`src/dslc_pkg.sv`:
```
// Package with frame layout, register selects and reset values for the DAC serial load control.
package dslc_pkg;

	// ==========================================================================
	// Frame and channel sizes.
	// ==========================================================================
	localparam int          FRAME_BITS   = 24;
	localparam int          CHANNELS     = 4;
	localparam int          CODE_W       = 16;
	localparam int          PIN_COUNT    = 9;
	localparam logic [4:0]  FRAME_BITS_C = 5'h18;

	// ==========================================================================
	// Register selects carried in a frame.
	// ==========================================================================
	localparam logic [2:0]  REG_DATA     = 3'h0;
	localparam logic [2:0]  REG_PORT     = 3'h1;
	localparam logic [2:0]  REG_CTRL     = 3'h2;

	// ==========================================================================
	// Field positions inside the port and control words.
	// ==========================================================================
	localparam int          PORT_DIR_LSB = 0;
	localparam int          PORT_LVL_LSB = 2;
	localparam int          PORT_PIN_LSB = 4;
	localparam int          CTRL_DAISY   = 0;

	// ==========================================================================
	// Values after reset and fixed codes.
	// ==========================================================================
	localparam logic [15:0] DATA_RESET   = 16'h0000;
	localparam logic [15:0] CLEAR_CODE   = 16'h0000;
	localparam logic [15:0] ZERO_CODE    = 16'h8000;
	localparam logic [1:0]  PORT_RESET   = 2'h0;
	localparam logic        DAISY_RESET  = 1'b0;
	localparam logic [8:0]  PIN_RESET    = 9'h1ff;
	localparam logic [4:0]  COUNT_RESET  = 5'h00;

	// One 24-bit command frame, first bit shifted in is the read flag.
	typedef struct packed
	{
		logic        rd;
		logic [1:0]  pad;
		logic [2:0]  reg_sel;
		logic [1:0]  chan;
		logic [15:0] data;
	} dslc_frame_s;

	// Synchronised pin levels.
	typedef struct packed
	{
		logic        frame_n;
		logic        sclk;
		logic        sin;
		logic        clear_n;
		logic        load_n;
		logic        clamp_n;
		logic        coding;
		logic [1:0]  port;
	} dslc_pins_s;

endpackage

```
`src/dslc_sync.sv`:
```
// Two-stage synchroniser for a group of pin inputs.
`timescale 1ns/1ps
module dslc_sync
#(
	parameter int             W       = 1,
	parameter logic [W-1:0]   RST_VAL = '0
)
(
	input  wire logic         core_clk_i,   // Core clock.
	input  wire logic         reset_i,      // Synchronous reset, active high.
	input  wire logic [W-1:0] async_i,      // Levels from outside the clock domain.
	output logic      [W-1:0] sync_o        // Levels after two flip-flops.
);
	logic [W-1:0] meta;

	// ==========================================================================
	// Two flops; the first is read by the second alone to contain metastability.
	// ==========================================================================
	always_ff @(posedge core_clk_i)
	begin
		if (reset_i)
		begin
			meta   <= RST_VAL;
			sync_o <= RST_VAL;
		end
		else
		begin
			meta   <= async_i;
			sync_o <= meta;
		end
	end
endmodule

```
`src/dslc_top.sv`:
```
// Serial load control of a quad DAC: frame decode, data registers, load strobe, clear, clamp and port.
// Behaviour
// - Serial bits are taken only while the active-low frame select is low.
// - Each serial input bit is shifted in on a falling serial clock edge.
// - In daisy-chain or readback, shift register contents leave on serial output.
// - A falling clear edge loads zero into the data registers.
// - Load strobe low at frame end updates the addressed output directly.
// - Load strobe high updates only the input register; output waits for strobe.
// - A falling load strobe copies all input registers to outputs together.
// - Two port bits, each input or output, set and read by frames.
// - Clamp low forces all outputs to zero volts, registers untouched.
// - Coding select high means offset binary, low means twos complement.
`timescale 1ns/1ps
module dslc_top
(
	input  wire logic                    core_clk_i,     // Core clock, 200 MHz.
	input  wire logic                    reset_i,        // Synchronous reset, active high.
	input  wire logic                    frame_n_i,      // Frame select pin, active low.
	input  wire logic                    sclk_i,         // Serial clock pin.
	input  wire logic                    serial_in_i,    // Serial data pin.
	input  wire logic                    clear_edge_n_i, // Clear pin, falling edge acts.
	input  wire logic                    load_strobe_n_i, // Load strobe pin, active low.
	input  wire logic                    output_clamp_n_i, // Clamp pin, active low.
	input  wire logic                    coding_select_i, // High offset binary, low twos complement.
	input  wire logic [1:0]              port_bit_i,     // Port pin levels, bit 0 and bit 1.
	output logic      [1:0]              port_bit_o,     // Port pin drive levels.
	output logic      [1:0]              port_bit_oe_o,  // Port pin drive enables, high drives.
	output logic                         serial_out_o,   // Serial data output.
	output logic [3:0][15:0]             dac_code_o      // Offset-binary codes to the converters.
);
	import dslc_pkg::*;

	dslc_pins_s  pin_s;
	dslc_frame_s cmd;
	logic [FRAME_BITS-1:0] shreg;
	logic [4:0]            bit_cnt;
	logic                  frame_q;
	logic                  sclk_q;
	logic                  clear_q;
	logic                  load_q;
	logic                  rb_pend;
	logic                  daisy;
	logic [1:0]            port_dir;
	logic [1:0]            port_lvl;
	logic [15:0]           dac_in  [CHANNELS];
	logic [15:0]           dac_out [CHANNELS];
	logic [15:0]           next_rb_word;

	// ==========================================================================
	// Pin synchronisers and edge history.
	// ==========================================================================
	dslc_sync #(.W(PIN_COUNT), .RST_VAL(PIN_RESET)) u_sync
	(
		.core_clk_i (core_clk_i),
		.reset_i    (reset_i),
		.async_i    ({frame_n_i, sclk_i, serial_in_i, clear_edge_n_i, load_strobe_n_i,
		              output_clamp_n_i, coding_select_i, port_bit_i}),
		.sync_o     (pin_s)
	);

	// Previous synchronised levels, used only for edge detection.
	always_ff @(posedge core_clk_i)
	begin
		if (reset_i)
		begin
			frame_q <= 1'b1;
			sclk_q  <= 1'b1;
			clear_q <= 1'b1;
			load_q  <= 1'b1;
		end
		else
		begin
			frame_q <= pin_s.frame_n;
			sclk_q  <= pin_s.sclk;
			clear_q <= pin_s.clear_n;
			load_q  <= pin_s.load_n;
		end
	end

	wire frame_active = ~pin_s.frame_n;
	wire frame_fall   = frame_q & ~pin_s.frame_n;
	wire frame_rise   = ~frame_q & pin_s.frame_n;
	wire sclk_fall    = sclk_q & ~pin_s.sclk;
	wire sclk_rise    = ~sclk_q & pin_s.sclk;
	wire clear_fall   = clear_q & ~pin_s.clear_n;
	wire load_fall    = load_q & ~pin_s.load_n;

	assign cmd = dslc_frame_s'(shreg);

	// Short frames are discarded; long daisy-chain frames use their last 24 bits.
	wire full_frame   = frame_rise & (bit_cnt == FRAME_BITS_C);
	wire commit       = full_frame & ~cmd.rd;
	wire data_commit  = commit & (cmd.reg_sel == REG_DATA);

	// Converts a stored code to the converter's offset-binary form.
	function automatic logic [15:0] to_offset(input logic [15:0] code, input logic offset_bin);
		to_offset = offset_bin ? code : {~code[15], code[14:0]};
	endfunction

	// ==========================================================================
	// Shift register and bit counter.
	// ==========================================================================
	// The counter saturates so a long chained frame still commits its last word.
	always_ff @(posedge core_clk_i)
	begin
		if (reset_i)
		begin
			shreg   <= '0;
			bit_cnt <= COUNT_RESET;
		end
		else if (frame_fall)
		begin
			bit_cnt <= COUNT_RESET;
		end
		else if (frame_active && sclk_fall)
		begin
			shreg   <= {shreg[FRAME_BITS-2:0], pin_s.sin};
			if (bit_cnt != FRAME_BITS_C)
				bit_cnt <= bit_cnt + 5'h01;
		end
		else if (full_frame && cmd.rd)
		begin
			shreg   <= {8'h00, next_rb_word};
		end
	end

	// Word returned by a read frame, shifted out during the following frame.
	always_comb
	begin
		case (cmd.reg_sel)
			REG_DATA: next_rb_word = dac_in[cmd.chan];
			REG_PORT: next_rb_word = {10'h000, pin_s.port, port_lvl, port_dir};
			REG_CTRL: next_rb_word = {15'h0000, daisy};
			default:  next_rb_word = 16'h0000;
		endcase
	end

	// Readback stays armed from the end of a read frame to the end of the next one.
	always_ff @(posedge core_clk_i)
	begin
		if (reset_i)
			rb_pend <= 1'b0;
		else if (frame_rise)
			rb_pend <= full_frame & cmd.rd;
	end

	// Output bit changes on rising clock edges so it is settled for the host's falling-edge sample.
	always_ff @(posedge core_clk_i)
	begin
		if (reset_i)
			serial_out_o <= 1'b0;
		else if (frame_active && sclk_rise)
			serial_out_o <= (daisy | rb_pend) & shreg[FRAME_BITS-1];
	end

	// ==========================================================================
	// Control and port registers.
	// ==========================================================================
	always_ff @(posedge core_clk_i)
	begin
		if (reset_i)
		begin
			daisy    <= DAISY_RESET;
			port_dir <= PORT_RESET;
			port_lvl <= PORT_RESET;
		end
		else if (commit && cmd.reg_sel == REG_PORT)
		begin
			port_dir <= cmd.data[PORT_DIR_LSB +: 2];
			port_lvl <= cmd.data[PORT_LVL_LSB +: 2];
		end
		else if (commit && cmd.reg_sel == REG_CTRL)
		begin
			daisy    <= cmd.data[CTRL_DAISY];
		end
	end

	// Port pins are driven only where configured as outputs.
	always_ff @(posedge core_clk_i)
	begin
		if (reset_i)
		begin
			port_bit_o    <= PORT_RESET;
			port_bit_oe_o <= PORT_RESET;
		end
		else
		begin
			port_bit_o    <= port_lvl;
			port_bit_oe_o <= port_dir;
		end
	end

	// ==========================================================================
	// Input and output data registers.
	// ==========================================================================
	// Clear overrides any frame or strobe in the same cycle.
	always_ff @(posedge core_clk_i)
	begin
		if (reset_i)
		begin
			for (int i = 0; i < CHANNELS; i++)
			begin
				dac_in[i]  <= DATA_RESET;
				dac_out[i] <= DATA_RESET;
			end
		end
		else if (clear_fall)
		begin
			for (int i = 0; i < CHANNELS; i++)
			begin
				dac_in[i]  <= CLEAR_CODE;
				dac_out[i] <= CLEAR_CODE;
			end
		end
		else
		begin
			if (load_fall)
			begin
				for (int i = 0; i < CHANNELS; i++)
					dac_out[i] <= dac_in[i];
			end
			if (data_commit)
			begin
				dac_in[cmd.chan] <= cmd.data;
				if (!pin_s.load_n)
					dac_out[cmd.chan] <= cmd.data;
			end
		end
	end

	// Clamp acts on the drive only, so stored codes survive it.
	generate
		for (genvar g = 0; g < CHANNELS; g++)
		begin : g_code
			always_ff @(posedge core_clk_i)
			begin
				if (reset_i)
					dac_code_o[g] <= ZERO_CODE;
				else if (!pin_s.clamp_n)
					dac_code_o[g] <= ZERO_CODE;
				else
					dac_code_o[g] <= to_offset(dac_out[g], pin_s.coding);
			end
		end
	endgenerate
endmodule

```
`config.mk`:
```
export PLATFORM = sky130hd
export DESIGN_NAME = dslc_top
export DESIGN_NICKNAME = d
export VERILOG_FILES = /design/src/dslc_pkg.sv /design/src/dslc_sync.sv /design/src/dslc_top.sv
export SDC_FILE = /design/constraint.sdc
export NUM_CORES = 1
export LEC_CHECK = 0
export BUFFER_PORTS_ARGS = -buffer_cell sky130_fd_sc_hd__buf_4
export CAP_MARGIN = 40
export CORE_MARGIN = 1.5
export CORE_UTILIZATION = 53
export DETAILED_ROUTE_END_ITERATION = 8
export PLACE_DENSITY_LB_ADDON = 0.12
export SYNTH_ARGS = -nofsm -noshare
export SYNTH_HDL_FRONTEND = slang
export SYNTH_SLANG_ARGS = --single-unit
export TNS_END_PERCENT = 5
```
`constraint.sdc`:
```
create_clock -name core_clk_i -period 2.05 [get_ports core_clk_i]
set_input_delay 0.1025 -clock core_clk_i [delete_from_list [all_inputs] [get_ports core_clk_i]]
set_output_delay 0.1025 -clock core_clk_i [all_outputs]
set_load 0.01 [all_outputs]
```
==> impl_metrics.csv <==
group,metric,value,unit
global_routing,antenna_found_initial,0,
cells_and_area,drive_gt1_frac,0.236,
pwr,pwr-share-clk,0.418,
placed_design,dp_hpwl,14.2,mm
pwr,switching_share,0.203,
worst_setup_path,r2r_cells,8,
clocking,cts_root_buffer,"clkbuf_16",
pwr,power_density,872,nW/um^2
clocking,h-tree-depth,1,
global_routing,globalRoute.totalOverflow,0,
synthesis,ys_warn_count,0,
cells_and_area,area.growth.synth_to_final,20.5,%
cells_and_area,nFillCells,1362,
floorplanning,die_w,141,um
global_routing,grt_max_degree,65,
timing,hold_viol,0,
drt,routedWlPerCell,17.7,um
timing,fin_crit_sh,0.961,
pwr,p_leak,5.04,nW
synthesis,synth_area_leaders,"edfxtp_1, dfxtp_1, and2_1, mux2i_1, mux4_2",
synthesis,ys_types,45,
cells_and_area,fin_area,12100,um^2
outcome,run_status,"finished clean",
pwr,comb_power_share,0.046,
synthesis,synthesis.area,10100,um^2
synthesis,synth_edf_count,128,
pwr,p_int,8.44,mW
clocking,clock_latency,0.51,ns
timing,fmax,507,MHz
cells_and_area,final_cells,1155,
worst_setup_path,path_class,"register to register",
placed_design,post-place-cells,1091,
timing,slew_headroom,0.645,
pwr,switching_power,2.15,mW
floorplanning,num_rows,50,
worst_setup_path,cp.arrival,2.23,ns
hold_path,hp-class,"input pin to register",
placed_design,dpl-instance-area,11100,um^2
timing,tightest_slew,0.530,ns
hold_path,whs_endpoint,"u_sync.meta[4]$_SDFF_PP1_",
floorplanning,die_h,141,um
drt,antenna_left,0,
synthesis,synth_cells,789,
synthesis,syn-num-nets,802,
drt,via_per_inst,5.41,
floorplanning,start_util,0.539,
placed_design,numPortBuffers,79,
worst_setup_path,r2r-start,"bit_cnt[0]$_SDFFE_PP0P_",
worst_setup_path,cp.required,2.31,ns
drt,route.vias.total,6248,
clocking,cts_tree,"done",
pwr,ir_drop,0.000531,V
synthesis,ys_seq_area_frac,0.635,
clocking,clock-sinks,256,
floorplanning,dieArea,19900,um^2
drt,dr.pass1.iters,4,
flow_run,maxCapViolations,0,
synthesis,ys.flop_type,"edfxtp_1",
cells_and_area,nets,914,
floorplanning,core_area,18700,um^2
drt,first_iter_violations,412,
synthesis,syn_avg_cell_area,12.8,um^2
synthesis,ys_ff_latch,256,
drt,drc,0,
timing,slew_viol_final,0,
hold_path,whs_path_depth,3,
timing,skew,0.00731,ns
floorplanning,io_pins,80,
timing,fin_crit,1.97,ns
cells_and_area,register_area,6410,um^2
worst_setup_path,end_kind,"register",
worst_setup_path,reg2reg_slack,0.08,ns
timing,setup_viol,0,
clocking,clk_path_buf_depth,3,
pwr,power_frac_seq,0.536,
hold_path,hold_start,"load_strobe_n_i",
global_routing,grt_pass1_vias,6050,
drt,routed_wl,20.5,mm
synthesis,async_flop_share,0,
synthesis,synth_top_area_frac,0.381,
worst_setup_path,worstPathMaxFanout,8,
clocking,cts_inserted_buffers,26,
synthesis,yosysTopAreaCell,"edfxtp_1",
cells_and_area,multi_input_comb_area,3360,um^2
synthesis,synthTopCellsByCount,"dfxtp_1, edfxtp_1, and2_1",
clocking,clkTransAtPathRegs,0.06,ns
timing,rsz0062_at_grt,"no",
global_routing,grt_use_total,0.204,
global_routing,grt_first_pass_wirelength,32.2,mm
worst_setup_path,r2r-end,"dac_out[3][6]$_DFFE_PP_",
timing,setup_tns,0,ns
placed_design,gp_congestion,0.810,
worst_setup_path,startpoint_type,"register",
cells_and_area,num_antenna_cells,0,
[metrics by stage]
stage	hold WS [ns]	setup WS, ns	util	total power [mW]
after floorplan	0.206	-0.144	-	6.00
after global placement	0.289	-0.0971	0.592	6.24
after detailed placement	0.289	-0.144	0.593	6.26
final	0.309	0.0789	0.649	10.6
after global routing	0.312	0.00160	0.649	10.9
after CTS	0.293	0.00138	0.642	10.7
[worst max path at each step]
| stage | startpoint | endpoint | slack, ns | cells after the start |
|---|---|---|---|---|
| 2_1_floorplan | bit_cnt[0]$_SDFFE_PP0P_ | dac_in[1][0]$_SDFFCE_PN0P_ | -0.14 | 8 |
| 3_3_place_gp | bit_cnt[0]$_SDFFE_PP0P_ | dac_out[3][5]$_DFFE_PP_ | -0.1 | 7 |
| 3_5_place_dp | bit_cnt[0]$_SDFFE_PP0P_ | dac_out[3][6]$_DFFE_PP_ | -0.14 | 7 |
| 4_1_cts | bit_cnt[0]$_SDFFE_PP0P_ | dac_out[0][2]$_DFFE_PP_ | 0.001 | 7 |
| 5_1_grt | bit_cnt[0]$_SDFFE_PP0P_ | dac_out[3][6]$_DFFE_PP_ | 0.002 | 8 |
| 6_report | bit_cnt[0]$_SDFFE_PP0P_ | dac_out[3][6]$_DFFE_PP_ | 0.08 | 8 |
[power by group through the flow]
stage | combinational (mW) | clock [mW] | sequential [mW]
6_report | 0.487 | 4.43 | 5.68
5_1_grt | 0.528 | 4.71 | 5.70
4_1_cts | 0.487 | 4.50 | 5.68
3_5_place_dp | 0.470 | 0 | 5.79
3_3_place_gp | 0.458 | 0 | 5.78
2_1_floorplan | 0.218 | 0 | 5.78
[layer usage]
metal | global-route usage | up-vias | wire length (um)
met5 | 0 | - | 0
met4 | 0.0625 | 0 | 379
met3 | 0.0340 | 29 | 1250
met2 | 0.318 | 236 | 9420
li1 | - | 2978 | -
met1 | 0.295 | 3005 | 9390
[cells in the final DEF, fill, tap and decap left out, types with 2 or more instances in the layout]
cell type      count
dfxtp_1          128
edfxtp_1         128
and2_1           124
buf_4            112
nand2_1           84
mux2i_1           69
clkbuf_16         30
a21oi_1           26
or2_2             21
inv_1             20
nor2_1            15
mux4_2            15
clkbuf_1          15
a211oi_1          12
nor2b_1           10
a22oi_1           10
dlygate4sd3_1     10
buf_12             9
o21ai_0            7
xor2_1             7
a311oi_1           6
a32oi_1            5
nand4b_1           4
nand4_1            4
nand2b_1           4
nand3_1            4
nand2b_2           3
clkbuf_8           3
nor4_4             2
mux2i_2            2
nand2_4            2
and4b_1            2
a32o_1             2
nor3_1             2
buf_6              2
[layout make-up]
type | instances | area share
sequential | 256 | 0.527
timing repair buffer | 136 | 0.0987
multi-input combinational | 461 | 0.277
clock inverter | 1 | 0.000412
tap | 234 | 0.0241
clock buffer | 47 | 0.0661
inverter | 20 | 0.00618
[repair_timing]
| action | 4_1_cts | 5_1_grt |
|---|---|---|
| setup buffers | 1 | 3 |
| gates resized for setup | 1 | 16 |
| endpoints found under the setup margin | 112 | 170 |
| gates cloned | 0 | 2 |
| hold endpoints to repair | 10 | 0 |
| pin swaps | 1 | 0 |
| hold buffers | 10 | 0 |
[worst max-delay path, stage by stage (launching register included)]
cell	delay, ns
dfxtp_1	0.31
inv_1	0.09
ha_2	0.18
and4b_2	0.28
and2_4	0.20
nand4_1	0.13
buf_6	0.17
buf_4	0.19
mux2i_2	0.16
[cell families after synthesis]
family          count (synthesis)  share of synthesized area
compound gates                 72                     0.0489
xor+xnor                        8                    0.00695
fa+ha+maj                       2                    0.00248
buf+inv                        72                     0.0377
flops                         256                      0.635
mux                            86                      0.104
simple gates                  293                      0.164
[registers in the layout, summed over array words and instances, names as in the netlist, named ones only]
signal	flops
dac_out	64
port_dir	2
frame_q	1
dac_code_o	64
port_bit_o	2
port_lvl	2
clear_q	1
dac_in	64
load_q	1
cmd	24
port_bit_oe_o	2
u_sync.sync_o	9
u_sync.meta	9
bit_cnt	5
sclk_q	1
daisy	1
rb_pend	1
serial_out_o	1
Note: power is estimated with default switching activity, not from simulation.
